File: src/rtl/csd_regs.svh
// constants shared by both ends of the chopped sinc3 decimator link
// assumes inclusion by bare name after the package or in a module body
`ifndef CSD_REGS_SVH
`define CSD_REGS_SVH

// ----------------------------------------------------------------
// register selection
// ----------------------------------------------------------------
`define CSD_ADDR_COMM 2'h0
`define CSD_ADDR_FILTER 2'h1
`define CSD_ADDR_DATA 2'h2
`define CSD_ADDR_SPARE 2'h3

// ----------------------------------------------------------------
// command byte fields
// ----------------------------------------------------------------
`define CSD_CMD_WEN 7
`define CSD_CMD_RW 6

// ----------------------------------------------------------------
// filter settings
// ----------------------------------------------------------------
`define CSD_SF_RESET 8'h45
`define CSD_SF_MIN 8'h0D
`define CSD_SF_MAX 8'hFF
`define CSD_DEC_SHIFT 3
`define CSD_LAST_DEC 2'h2
`define CSD_RDY_LEAD 11'h004
`define CSD_OUT_BITS 16
`define CSD_MOD_RATE_HZ 32768

// ----------------------------------------------------------------
// link timing
// ----------------------------------------------------------------
`define CSD_SYNC_ONES 6'h20
`define CSD_REF_PERIOD_NS 50
`define CSD_SCLK_PERIOD_NS 400
`define CSD_SCLK_HALF (`CSD_SCLK_PERIOD_NS / (2 * `CSD_REF_PERIOD_NS))

`endif

File: src/rtl/csd_pkg.sv
// types shared by both ends of the chopped sinc3 decimator link
// assumes nothing beyond a SystemVerilog compiler
package csd_pkg;

    typedef enum logic [1:0] {CSD_SP_CMD, CSD_SP_WR, CSD_SP_RD} csd_ser_phase_t;
    typedef enum logic [1:0] {CSD_H_IDLE, CSD_H_WAIT, CSD_H_XFER} csd_host_phase_t;

    typedef struct packed {
        logic [1:0] mod_clk_s;
        logic [1:0] mod_bit_s;
        logic [1:0] sclk_s;
        logic [1:0] cs_s;
        logic [1:0] din_s;
        logic mod_prev;
        logic sclk_prev;
        logic [7:0] sf;
        logic chop;
        logic [10:0] tick;
        logic [1:0] dec;
        logic [35:0] i1;
        logic [35:0] i2;
        logic [35:0] i3;
        logic [35:0] z1;
        logic [35:0] z2;
        logic [35:0] z3;
        logic [35:0] prev;
        logic have_prev;
        logic [15:0] data;
        logic new_stb;
        logic rdy_n;
        csd_ser_phase_t phase;
        logic [4:0] left;
        logic [15:0] shin;
        logic [15:0] shout;
        logic [1:0] addr;
        logic [5:0] ones;
        logic dout;
        logic dout_oe;
    } csd_dev_state_t;

    typedef struct packed {
        csd_host_phase_t phase;
        logic [7:0] div;
        logic sclk;
        logic cs_n;
        logic din;
        logic first;
        logic [31:0] tx;
        logic [5:0] nbits;
        logic [15:0] rx;
        logic wide;
        logic [1:0] rdy_s;
        logic [1:0] dout_s;
        logic cmd_ready;
        logic rsp_valid;
        logic [15:0] rsp_rdata;
    } csd_host_state_t;

endpackage

File: src/rtl/csd_link_if.sv
// serial link between the converter back end and its host
// assumes an idle-high data out line when the device does not drive it
`timescale 1ns/10ps
interface csd_link_if;
    logic sclk;
    logic cs_n;
    logic din;
    logic dout;
    logic dout_oe;
    logic rdy_n;
    logic dout_line;

    // weak pull-up stands in for the undriven line
    assign dout_line = dout_oe ? dout : 1'b1;

    modport dev_mp (input sclk, input cs_n, input din, output dout, output dout_oe,
                    output rdy_n);
    modport host_mp (output sclk, output cs_n, output din, input dout_line, input rdy_n);
endinterface

File: src/rtl/csd_device.sv
// device end: chopped sinc3 decimator with its serial register port
// assumes modulator clock and bit arrive asynchronously, bit stable at clock rise
`timescale 1ns/10ps
`include "csd_regs.svh"
module csd_device
    import csd_pkg::*;
(
    input wire logic ref_clk, // 20 MHz system clock
    input wire logic rst, // synchronous reset, active high
    csd_link_if.dev_mp link, // serial link to host
    input wire logic mod_clk, // modulator clock
    input wire logic mod_bit, // modulator comparator bit
    output logic chop_out, // input reversal phase
    output logic [15:0] result, // last data register value
    output logic result_stb // one-cycle pulse on new result
);

    csd_dev_state_t s_reg;
    csd_dev_state_t s_next;
    logic mod_rise;
    logic sclk_rise;
    logic sclk_fall;
    logic x_bit;
    logic [10:0] dec_len;
    logic [35:0] d1;
    logic [35:0] d2;
    logic [35:0] d3;
    logic [36:0] sum;
    logic [35:0] scaled;
    logic [4:0] sh;
    logic [15:0] sat;
    logic published;
    logic [7:0] cmd_byte;
    logic [15:0] wr_word;

    // ----------------------------------------------------------------
    // helpers
    // ----------------------------------------------------------------
    function automatic csd_dev_state_t dev_reset();
        csd_dev_state_t r;
        r = '0;
        r.sf = `CSD_SF_RESET;
        r.rdy_n = 1'b1;
        r.cs_s = 2'b11;
        r.sclk_s = 2'b11;
        r.sclk_prev = 1'b1;
        r.phase = CSD_SP_CMD;
        r.left = 5'h07;
        return r;
    endfunction

    function automatic logic [4:0] ceil_log2(input logic [10:0] v);
        logic [4:0] r;
        r = 5'h00;
        for (int i = 0; i < 11; i++)
        begin
            if ((11'h001 << i) < v)
            begin
                r = 5'(i + 1);
            end
        end
        return r;
    endfunction

    function automatic logic [4:0] reg_len(input logic [1:0] a);
        return (a == `CSD_ADDR_DATA) ? 5'h10 : 5'h08;
    endfunction

    function automatic csd_dev_state_t restart(input csd_dev_state_t v);
        csd_dev_state_t r;
        r = v;
        r.tick = '0;
        r.dec = '0;
        r.chop = 1'b0;
        r.i1 = '0;
        r.i2 = '0;
        r.i3 = '0;
        r.z1 = '0;
        r.z2 = '0;
        r.z3 = '0;
        r.prev = '0;
        r.have_prev = 1'b0;
        r.rdy_n = 1'b1;
        return r;
    endfunction

    // ----------------------------------------------------------------
    // datapath terms
    // ----------------------------------------------------------------
    assign mod_rise = s_reg.mod_clk_s[1] & ~s_reg.mod_prev;
    assign sclk_rise = s_reg.sclk_s[1] & ~s_reg.sclk_prev & ~s_reg.cs_s[1];
    assign sclk_fall = ~s_reg.sclk_s[1] & s_reg.sclk_prev & ~s_reg.cs_s[1];
    assign x_bit = s_reg.mod_bit_s[1] ^ s_reg.chop;
    assign dec_len = {s_reg.sf, 3'b000};
    assign d1 = s_reg.i3 - s_reg.z1;
    assign d2 = d1 - s_reg.z2;
    assign d3 = d2 - s_reg.z3;
    assign sum = {1'b0, d3} + {1'b0, s_reg.prev};
    // ceiling log keeps full scale above 13 bits and at or under 16 bits
    assign sh = 5'(3 * ceil_log2(dec_len) - `CSD_OUT_BITS);
    assign scaled = sum[36:1] >> sh;
    assign sat = (|scaled[35:16]) ? 16'hFFFF : scaled[15:0];
    assign cmd_byte = {s_reg.shin[6:0], s_reg.din_s[1]};
    assign wr_word = {s_reg.shin[14:0], s_reg.din_s[1]};

    // ----------------------------------------------------------------
    // next state
    // ----------------------------------------------------------------
    always_comb
    begin
        s_next = s_reg;
        published = 1'b0;
        s_next.mod_clk_s = {s_reg.mod_clk_s[0], mod_clk};
        s_next.mod_bit_s = {s_reg.mod_bit_s[0], mod_bit};
        s_next.sclk_s = {s_reg.sclk_s[0], link.sclk};
        s_next.cs_s = {s_reg.cs_s[0], link.cs_n};
        s_next.din_s = {s_reg.din_s[0], link.din};
        s_next.mod_prev = s_reg.mod_clk_s[1];
        s_next.sclk_prev = s_reg.sclk_s[1];
        s_next.dout_oe = ~s_reg.cs_s[1];
        s_next.new_stb = 1'b0;

        // sinc3: one integrator step per modulator clock, three combs per decimation
        if (mod_rise)
        begin
            s_next.i1 = s_reg.i1 + {35'h0, x_bit};
            s_next.i2 = s_reg.i2 + s_reg.i1;
            s_next.i3 = s_reg.i3 + s_reg.i2;
            if (s_reg.tick == dec_len - 11'h001)
            begin
                s_next.tick = '0;
                s_next.z1 = s_reg.i3;
                s_next.z2 = d1;
                s_next.z3 = d2;
                // three decimations per result: period is 24 clocks per word step
                if (s_reg.dec == `CSD_LAST_DEC)
                begin
                    s_next.dec = '0;
                    s_next.chop = ~s_reg.chop;
                    s_next.prev = d3;
                    s_next.have_prev = 1'b1;
                    if (s_reg.have_prev)
                    begin
                        s_next.data = sat;
                        s_next.rdy_n = 1'b0;
                        s_next.new_stb = 1'b1;
                        published = 1'b1;
                    end
                end
                else
                begin
                    s_next.dec = s_reg.dec + 2'h1;
                end
            end
            else
            begin
                s_next.tick = s_reg.tick + 11'h001;
                if (s_reg.dec == `CSD_LAST_DEC &&
                    s_reg.tick >= dec_len - `CSD_RDY_LEAD - 11'h001)
                begin
                    s_next.rdy_n = 1'b1;
                end
            end
        end

        // output shifter moves on the falling edge so the host samples at the end of the high phase
        if (sclk_fall && s_reg.phase == CSD_SP_RD)
        begin
            s_next.dout = s_reg.shout[15];
            s_next.shout = {s_reg.shout[14:0], 1'b0};
        end

        // edges are counted only while selected, so bursts keep their place
        if (sclk_rise)
        begin
            s_next.ones = s_reg.din_s[1] ? s_reg.ones + 6'h01 : 6'h00;
            unique case (s_reg.phase)
                CSD_SP_CMD:
                begin
                    // a leading one holds the port at the first bit
                    if (!(s_reg.left == 5'h07 && s_reg.din_s[1]))
                    begin
                        s_next.shin = wr_word;
                        s_next.left = s_reg.left - 5'h01;
                        if (s_reg.left == 5'h00)
                        begin
                            s_next.addr = cmd_byte[1:0];
                            s_next.left = reg_len(cmd_byte[1:0]) - 5'h01;
                            if (cmd_byte[1:0] == `CSD_ADDR_COMM)
                            begin
                                s_next.left = 5'h07;
                            end
                            else if (cmd_byte[`CSD_CMD_RW])
                            begin
                                s_next.phase = CSD_SP_RD;
                                unique case (cmd_byte[1:0])
                                    `CSD_ADDR_FILTER: s_next.shout = {s_reg.sf, 8'h00};
                                    `CSD_ADDR_DATA: s_next.shout = s_reg.data;
                                    default: s_next.shout = 16'h0000;
                                endcase
                            end
                            else
                            begin
                                s_next.phase = CSD_SP_WR;
                            end
                        end
                    end
                end
                CSD_SP_WR:
                begin
                    s_next.shin = wr_word;
                    s_next.left = s_reg.left - 5'h01;
                    if (s_reg.left == 5'h00)
                    begin
                        s_next.phase = CSD_SP_CMD;
                        s_next.left = 5'h07;
                        // out-of-range words are dropped and the old setting stays
                        if (s_reg.addr == `CSD_ADDR_FILTER && wr_word[7:0] >= `CSD_SF_MIN)
                        begin
                            s_next = restart(s_next);
                            s_next.sf = wr_word[7:0];
                        end
                    end
                end
                CSD_SP_RD:
                begin
                    s_next.left = s_reg.left - 5'h01;
                    if (s_reg.left == 5'h00)
                    begin
                        s_next.phase = CSD_SP_CMD;
                        s_next.left = 5'h07;
                        // a result landing in this cycle keeps ready low
                        if (s_reg.addr == `CSD_ADDR_DATA && !published)
                        begin
                            s_next.rdy_n = 1'b1;
                        end
                    end
                end
            endcase
            if (s_reg.din_s[1] && s_reg.ones == `CSD_SYNC_ONES - 6'h01)
            begin
                s_next = dev_reset();
                s_next.mod_clk_s = {s_reg.mod_clk_s[0], mod_clk};
                s_next.mod_bit_s = {s_reg.mod_bit_s[0], mod_bit};
                s_next.sclk_s = {s_reg.sclk_s[0], link.sclk};
                s_next.cs_s = {s_reg.cs_s[0], link.cs_n};
                s_next.din_s = {s_reg.din_s[0], link.din};
                s_next.mod_prev = s_reg.mod_clk_s[1];
                s_next.sclk_prev = s_reg.sclk_s[1];
            end
        end
    end

    always_ff @(posedge ref_clk)
    begin
        if (rst)
        begin
            s_reg <= dev_reset();
        end
        else
        begin
            s_reg <= s_next;
        end
    end

    assign link.dout = s_reg.dout;
    assign link.dout_oe = s_reg.dout_oe;
    assign link.rdy_n = s_reg.rdy_n;
    assign chop_out = s_reg.chop;
    assign result = s_reg.data;
    assign result_stb = s_reg.new_stb;

endmodule

File: src/flat_wrapper.sv
// flat-port wrapper written by rule: the top's interface ports become plain ports
module csd_device_flat import csd_pkg::*;
  (ref_clk, rst, mod_clk, mod_bit, chop_out, result, result_stb, link_sclk, link_cs_n, link_din, link_dout, link_dout_oe, link_rdy_n);
  csd_link_if link_i ();
  input wire logic ref_clk;
  input wire logic rst;
  input wire logic mod_clk;
  input wire logic mod_bit;
  output logic chop_out;
  output logic [15:0] result;
  output logic result_stb;
  input wire logic [$bits(link_i.sclk)-1:0] link_sclk;
  input wire logic [$bits(link_i.cs_n)-1:0] link_cs_n;
  input wire logic [$bits(link_i.din)-1:0] link_din;
  output wire logic [$bits(link_i.dout)-1:0] link_dout;
  output wire logic [$bits(link_i.dout_oe)-1:0] link_dout_oe;
  output wire logic [$bits(link_i.rdy_n)-1:0] link_rdy_n;
  assign link_i.sclk = link_sclk;
  assign link_i.cs_n = link_cs_n;
  assign link_i.din = link_din;
  assign link_dout = link_i.dout;
  assign link_dout_oe = link_i.dout_oe;
  assign link_rdy_n = link_i.rdy_n;
  csd_device u_core (.ref_clk(ref_clk), .rst(rst), .link(link_i), .mod_clk(mod_clk), .mod_bit(mod_bit), .chop_out(chop_out), .result(result), .result_stb(result_stb));
endmodule
File: config.mk
export PLATFORM = sky130hd
export DESIGN_NAME = csd_device_flat
export DESIGN_NICKNAME = d
export VERILOG_FILES = /design/src/rtl/csd_pkg.sv /design/src/rtl/csd_link_if.sv /design/src/rtl/csd_device.sv /design/src/flat_wrapper.sv
export VERILOG_INCLUDE_DIRS = /design/src /design/src/rtl
export SDC_FILE = /design/constraint.sdc
export NUM_CORES = 1
export LEC_CHECK = 0
export ABC_AREA = 1
export BUFFER_PORTS_ARGS = -buffer_cell sky130_fd_sc_hd__buf_4
export CAP_MARGIN = 25
export CELL_PAD_IN_SITES_DETAIL_PLACEMENT = 1
export CELL_PAD_IN_SITES_GLOBAL_PLACEMENT = 1
export CORE_UTILIZATION = 47
export DETAILED_ROUTE_END_ITERATION = 7
export PLACE_DENSITY = 0.88
export RECOVER_POWER = 50
export SYNTH_ARGS = -nofsm -noshare
export SYNTH_HDL_FRONTEND = slang
export SYNTH_SLANG_ARGS = --single-unit
File: constraint.sdc
create_clock -name ref_clk -period 10.4 [get_ports ref_clk]
set_clock_uncertainty 0.05 [all_clocks]
set_input_delay 2.6 -clock ref_clk [delete_from_list [all_inputs] [get_ports ref_clk]]
set_output_delay 2.6 -clock ref_clk [all_outputs]
set_load 0.1 [all_outputs]
==> results of run 1 <==
[cell usage after synthesis, drive strengths merged, types with 35 or more instances]
cell type	instances
xor2	99
dfxtp	345
o21ai	346
xnor2	76
buf	37
nor2	439
clkbuf	87
o211ai	74
a21oi	323
nand3	262
inv	593
or2	43
nand4	35
nor3	49
nand2	920
ha	237
[cell type report]
type / count / area (µm²) / share of cell area (%)
Clock buffer: 57 / 1240 / 4.25
Clock inverter: 23 / 323 / 1.10
Inverter: 597 / 2240 / 7.67
Multi-Input combinational cell: 3119 / 17300 / 59.2
Sequential cell: 345 / 6910 / 23.6
Tap cell: 756 / 946 / 3.24
Timing Repair Buffer: 47 / 279 / 0.954
[logic make-up (layout without fill, tap and decap cells)]
kind of cell	count (synthesis)	after routing	share of synthesized area, %
compound gates	904	904	18.9
xor+xnor	176	176	5.77
fa+ha+maj	244	244	11.5
buf+inv	721	724	10.4
flops	345	345	25.6
mux	1	1	0.0371
simple gates	1793	1794	27.8
[routing by layer]
layer,up-vias,global-route usage (%)
met5,-,0
met4,0,10.5
met3,151,2.93
met2,425,51.1
met1,13176,35.5
li1,13736,-
[critical path, delay by kind of cell]
kind                   cells  cell delay [ns]
buffers and inverters      6             6.00
AND/OR/NAND/NOR            2             1.06
AO/OA/AOI/OAI              1             0.35
[how the worst max path moves through the flow]
stage	startpoint	to	slack, ns	depth (start not counted)
floorplan	u_core.s_reg[212]	u_core.result[2]	2.35	55
global placement	u_core.s_reg[212]	u_core.result[10]	0.82	55
detailed placement	u_core.s_reg[212]	u_core.result[8]	0.47	55
CTS	u_core.s_reg[212]	u_core.result[8]	0.40	55
global route	u_core.s_reg[212]	u_core.result[8]	0.02	55
finish	rst	u_core.s_reg[195]	0.69	9
[repair_timing]
item / in CTS / in global routing
setup buffers: 0 / 2
hold endpoints to repair: 0 / 0
hold buffers: 0 / 0
endpoints found under the setup margin: 0 / 16
resized for setup: 0 / 8
[through the flow]
step	std cells	power, µW
after floorplan	4184	4690
after global placement	4860	5910
after detailed placement	4860	6000
after CTS	4940	7690
after global routing	4944	8350
final	4944	7710
[report_power, final]
group | switching (µW) | total (µW) | internal [µW]
clock network | 646 | 1660 | 1020
registers | 23.7 | 1360 | 1340
logic | 3180 | 4690 | 1510
total | 3850 | 7710 | 3870
==> impl_metrics.tcl, run 1 <==
set metrics [dict create \
    largest_reg_flops 308 \
    area_growth_pct 8.44 \
    die_width_um 242 \
    via_per_inst 5.56 \
    rr_startpoint "u_core.s_reg[193]" \
    max_freq_mhz 103 \
    rsz0062_at_grt "no" \
    synth_ff_type "dfxtp_1" \
    failed_checks "capacitance limit, slew limit" \
    rows 87 \
    final_util_pct 51.8 \
    maxSlewHeadroom_pct -103 \
    timing.setup.tns_ns 0 \
    gp_congestion 0.917 \
    reg2reg_depth 57 \
    setup_slack_ns 0.691 \
    grt_max_degree 102 \
    dr_wl_met3_um 2630 \
    routedWlPerCell_um 17.2 \
    post-place-ws_ns 0.470 \
    async_reset_ff_share_pct 0 \
    r2r-end "u_core.result[2]" \
    die-area_um2 58300 \
    synth.area.top_cells "dfxtp_1, nand2_1, ha_1" \
    yosysTopAreaCell "dfxtp_1" \
    antenna_found_initial 0 \
    worstSetupEndpointType "flip-flop" \
    slowest_delay_ns 2.17 \
    io_buffers 27 \
    post-route-period-util_pct 93.4 \
    clk_pin_slew_ns 0.06 \
    p_leak_uw 0.0135 \
    synth-seq-cells 345 \
    min_from "u_core.s_reg[352]" \
    finalHoldWorstSlack_ns 0.360 \
    drtAntennaViolNets 0 \
    drive_above_1_share_pct 3.92 \
    grt_pass1_wl_um 141000 \
    first_global_vias 28118 \
    yosys.area.top_type_share_pct 25.6 \
    placed_cell_area_um2 27700 \
    start_util_pct 47.7 \
    clkLatencyLatePin_ns 0.59 \
    crit_slowest_cell "clkbuf_1" \
    core_um2 56500 \
    period_needed_ns 9.71 \
    synth_fp_nets 4435 \
    drt-initial-drc-count 1293 \
    layout_common_cells "nand2_1, inv_1, nor2_1" \
    tritoncts "built" \
    clock-sinks 345 \
    cts-root-buf "clkbuf_16" \
    grt_overflow_total 0 \
    dr_total_vias 27488 \
    seq_area_frac_synth_pct 25.6 \
    grt.total_usage_pct 28.7 \
    critPathKind "input pin to flip-flop" \
    cts_buffer_depth 3 \
    maxCapViolCount 2 \
    start_kind "input pin" \
    fin_nets 4404 \
    hold_path.class "flip-flop to flip-flop" \
    first_pass_iters 5 \
    hold_path_end "u_core.s_reg[353]" \
    worst-endpoint-required_ns 10.84 \
    finalWirelength_um 85000 \
    ios 28 \
    drc 0 \
    syn_area_um2 27000 \
    final_common_cell "nand2_1" \
    dp_hpwl_um 64700 \
    fp.dieH_um 242 \
    path_max_fanout 101 \
    design_area_um2 29200 \
    synth-edff-count 0 \
    ir_drop_v 0.000165 \
    drt-met1-wl_um 38200 \
    worst_pin_slew_ns 3.04 \
    arrival_ns 10.15 \
    htreeDepth 2 \
    n_fill_cell 7707 \
    ys_types 57 \
    status "finished, violations left" \
    setup_viol 0 \
    avgSynthCellArea_um2 6.44 \
    rrSetupSlack_ns 0.94 \
    synthCells 4184 \
    highest_layer "met4" \
    yosysWarnings 0 \
    hold_depth 2 \
    finalMaxSlewViolations 100 \
    wl_met2_um 41400 \
    hold_violations 0 \
    cts_buffers 43 \
    cp_cell_sequence "clkbuf_1, nor2_4, clkbuf_1, clkinv_2, buf_4, nor2_1, inv_2, buf_4, o21ai_0" \
    diodes 0 \
    powerDensity_nw_per_um2 264 \
]
(Power assumes the default switching activity.)
==> run 2: changes to the inputs <==
- CORE_MARGIN: unset -> 8
- PLACE_DENSITY: 0.88 -> unset
- PLACE_DENSITY_LB_ADDON: unset -> 0.1
==> impl_metrics.tcl, run 2 (same netlist as run 1, synthesis figures left out) <==
set metrics [dict create \
    p_int_uw 3800 \
    crit_buf_inv 5 \
    drc 0 \
    dp_hpwl_um 64300 \
    cp_top_family "simple AND/OR/NAND/NOR gates" \
    rsz0062_at_grt "no" \
    antenna_found_initial 0 \
    via_per_inst 5.47 \
    start_util_pct 47.6 \
    slowest_delay_ns 0.47 \
    clkLatencyLatePin_ns 0.58 \
    clock-sinks 345 \
    combPwrFrac_pct 61.8 \
    max_freq_mhz 107 \
    p_sw_share_pct 50.6 \
    grt_max_degree 112 \
    die-area_um2 65300 \
    grt.total_usage_pct 24.5 \
    maxSlewHeadroom_pct -111 \
    maxCapViolCount 2 \
    largest_reg_flops 308 \
    finalMaxSlewViolations 100 \
    cts_buffer_depth 3 \
    drt-initial-drc-count 1186 \
    grt_pass1_wl_um 138000 \
    critPathKind "flip-flop to flip-flop" \
    htreeDepth 2 \
    first_global_vias 27710 \
    rows 87 \
    failed_checks "capacitance limit, slew limit" \
    n_fill_cell 7737 \
    post-place-ws_ns 0.309 \
    powerDensity_nw_per_um2 263 \
    hold_path.class "flip-flop to flip-flop" \
    placed_cell_area_um2 27700 \
    drive_above_1_share_pct 4.06 \
    setup_viol 0 \
    io_buffers 27 \
    clk_pin_slew_ns 0.06 \
    period_needed_ns 9.39 \
    arrival_ns 9.82 \
    status "finished, violations left" \
    crit_slowest_cell "fa_1" \
    area_growth_pct 8.38 \
    die_width_um 256 \
    fp.dieH_um 256 \
    dr_total_vias 27051 \
    hold_violations 0 \
    worst-endpoint-required_ns 10.83 \
    tritoncts "built" \
    p_leak_uw 0.0135 \
    path_max_fanout 12 \
    cpMostUsedCell "nand2_1" \
    grt_overflow_total 0 \
    first_pass_iters 5 \
    diodes 0 \
    core_um2 56600 \
    design_area_um2 29200 \
    total_power_uw 7680 \
    worst_pin_slew_ns 3.17 \
    post-route-period-util_pct 90.3 \
    final_common_cell "nand2_1" \
    worstSetupEndpointType "flip-flop" \
    routedWlPerCell_um 16.8 \
    ir_drop_v 0.000151 \
    seq_power_share_pct 17.7 \
    setup_slack_ns 1.01 \
    finalWirelength_um 83100 \
    p_clk_share_pct 20.5 \
    start_kind "flip-flop" \
    ios 28 \
    timing.setup.tns_ns 0 \
    fin_nets 4405 \
    p_sw_uw 3880 \
    cts-root-buf "clkbuf_16" \
    drtAntennaViolNets 0 \
    final_cells 4944 \
    gp_congestion 0.887 \
    place_inst 4860 \
    ctsHoldBuffers 0 \
    layout_common_cells "nand2_1, inv_1, nor2_1" \
    cts_buffers 45 \
]
-- run 2: cell count changes in the layout (fill, tap and decap cells not counted), sizes merged --
cell | before | now
clkinvlp | 4 | 2
clkbuf | 80 | 85
inv | 592 | 595
bufinv | 7 | 2
nor2 | 440 | 439
-- run 2: metrics by stage --
stage	utilization [%]	hold slack (ns)
2_1_floorplan	-	0.338
3_3_place_gp	48.9	0.344
3_5_place_dp	49.0	0.352
4_1_cts	51.6	0.362
5_1_grt	51.6	0.370
6_report	51.6	0.357
-- run 2: cell type report --
cell class                      count  area, µm²  share of cell area (%)
Clock buffer                       62       1310                    4.48
Tap cell                          756        946                    3.24
Sequential cell                   345       6910                    23.6
Inverter                          597       2240                    7.68
Multi-Input combinational cell   3118      17300                    59.3
Clock inverter                     19        176                   0.604
Timing Repair Buffer               47        319                    1.09
-- run 2: final timing paths --
kind              cells past startpoint  slack [ns]         startpoint                 to
setup / recovery                     56        1.01  u_core.s_reg[212]   u_core.result[9]
hold / removal                        2        0.36  u_core.s_reg[352]  u_core.s_reg[353]
setup reg to reg                     56        1.01  u_core.s_reg[212]   u_core.result[9]
hold reg to reg                       2        0.36  u_core.s_reg[352]  u_core.s_reg[353]
-- run 2: per-layer routing --
| metal | track usage (%) | up-vias | wire, µm |
|---|---|---|---|
| met5 | 0 | - | 0 |
| li1 | - | 13733 | - |
| met3 | 2.43 | 98 | 2340 |
| met4 | 6.00 | 0 | 1690 |
| met1 | 30.9 | 12920 | 38600 |
| met2 | 44.4 | 300 | 40500 |
-- run 2: worst reg2reg max path, delay by kind of cell (launching register included) --
kind / cells / cell delay, ns
AO/OA/AOI/OAI: 12 / 2.63
flip-flops: 1 / 0.31
XOR/XNOR: 3 / 0.77
adder cells (fa/ha/maj): 5 / 1.76
buffers and inverters: 5 / 0.33
AND/OR/NAND/NOR: 31 / 3.44
-- run 2: power by group through the flow --
stage	clock (µW)	sequential [µW]	combinational, µW
2_1_floorplan	0	1380	3310
3_3_place_gp	0	1390	4600
3_5_place_dp	0	1390	4670
4_1_cts	1610	1360	4700
5_1_grt	1660	1360	5290
6_report	1570	1360	4740
-- run 2: timing repair --
action                     CTS  global route
resized for setup            0            15
buffers inserted             0             1
setup endpoints to repair    0            16
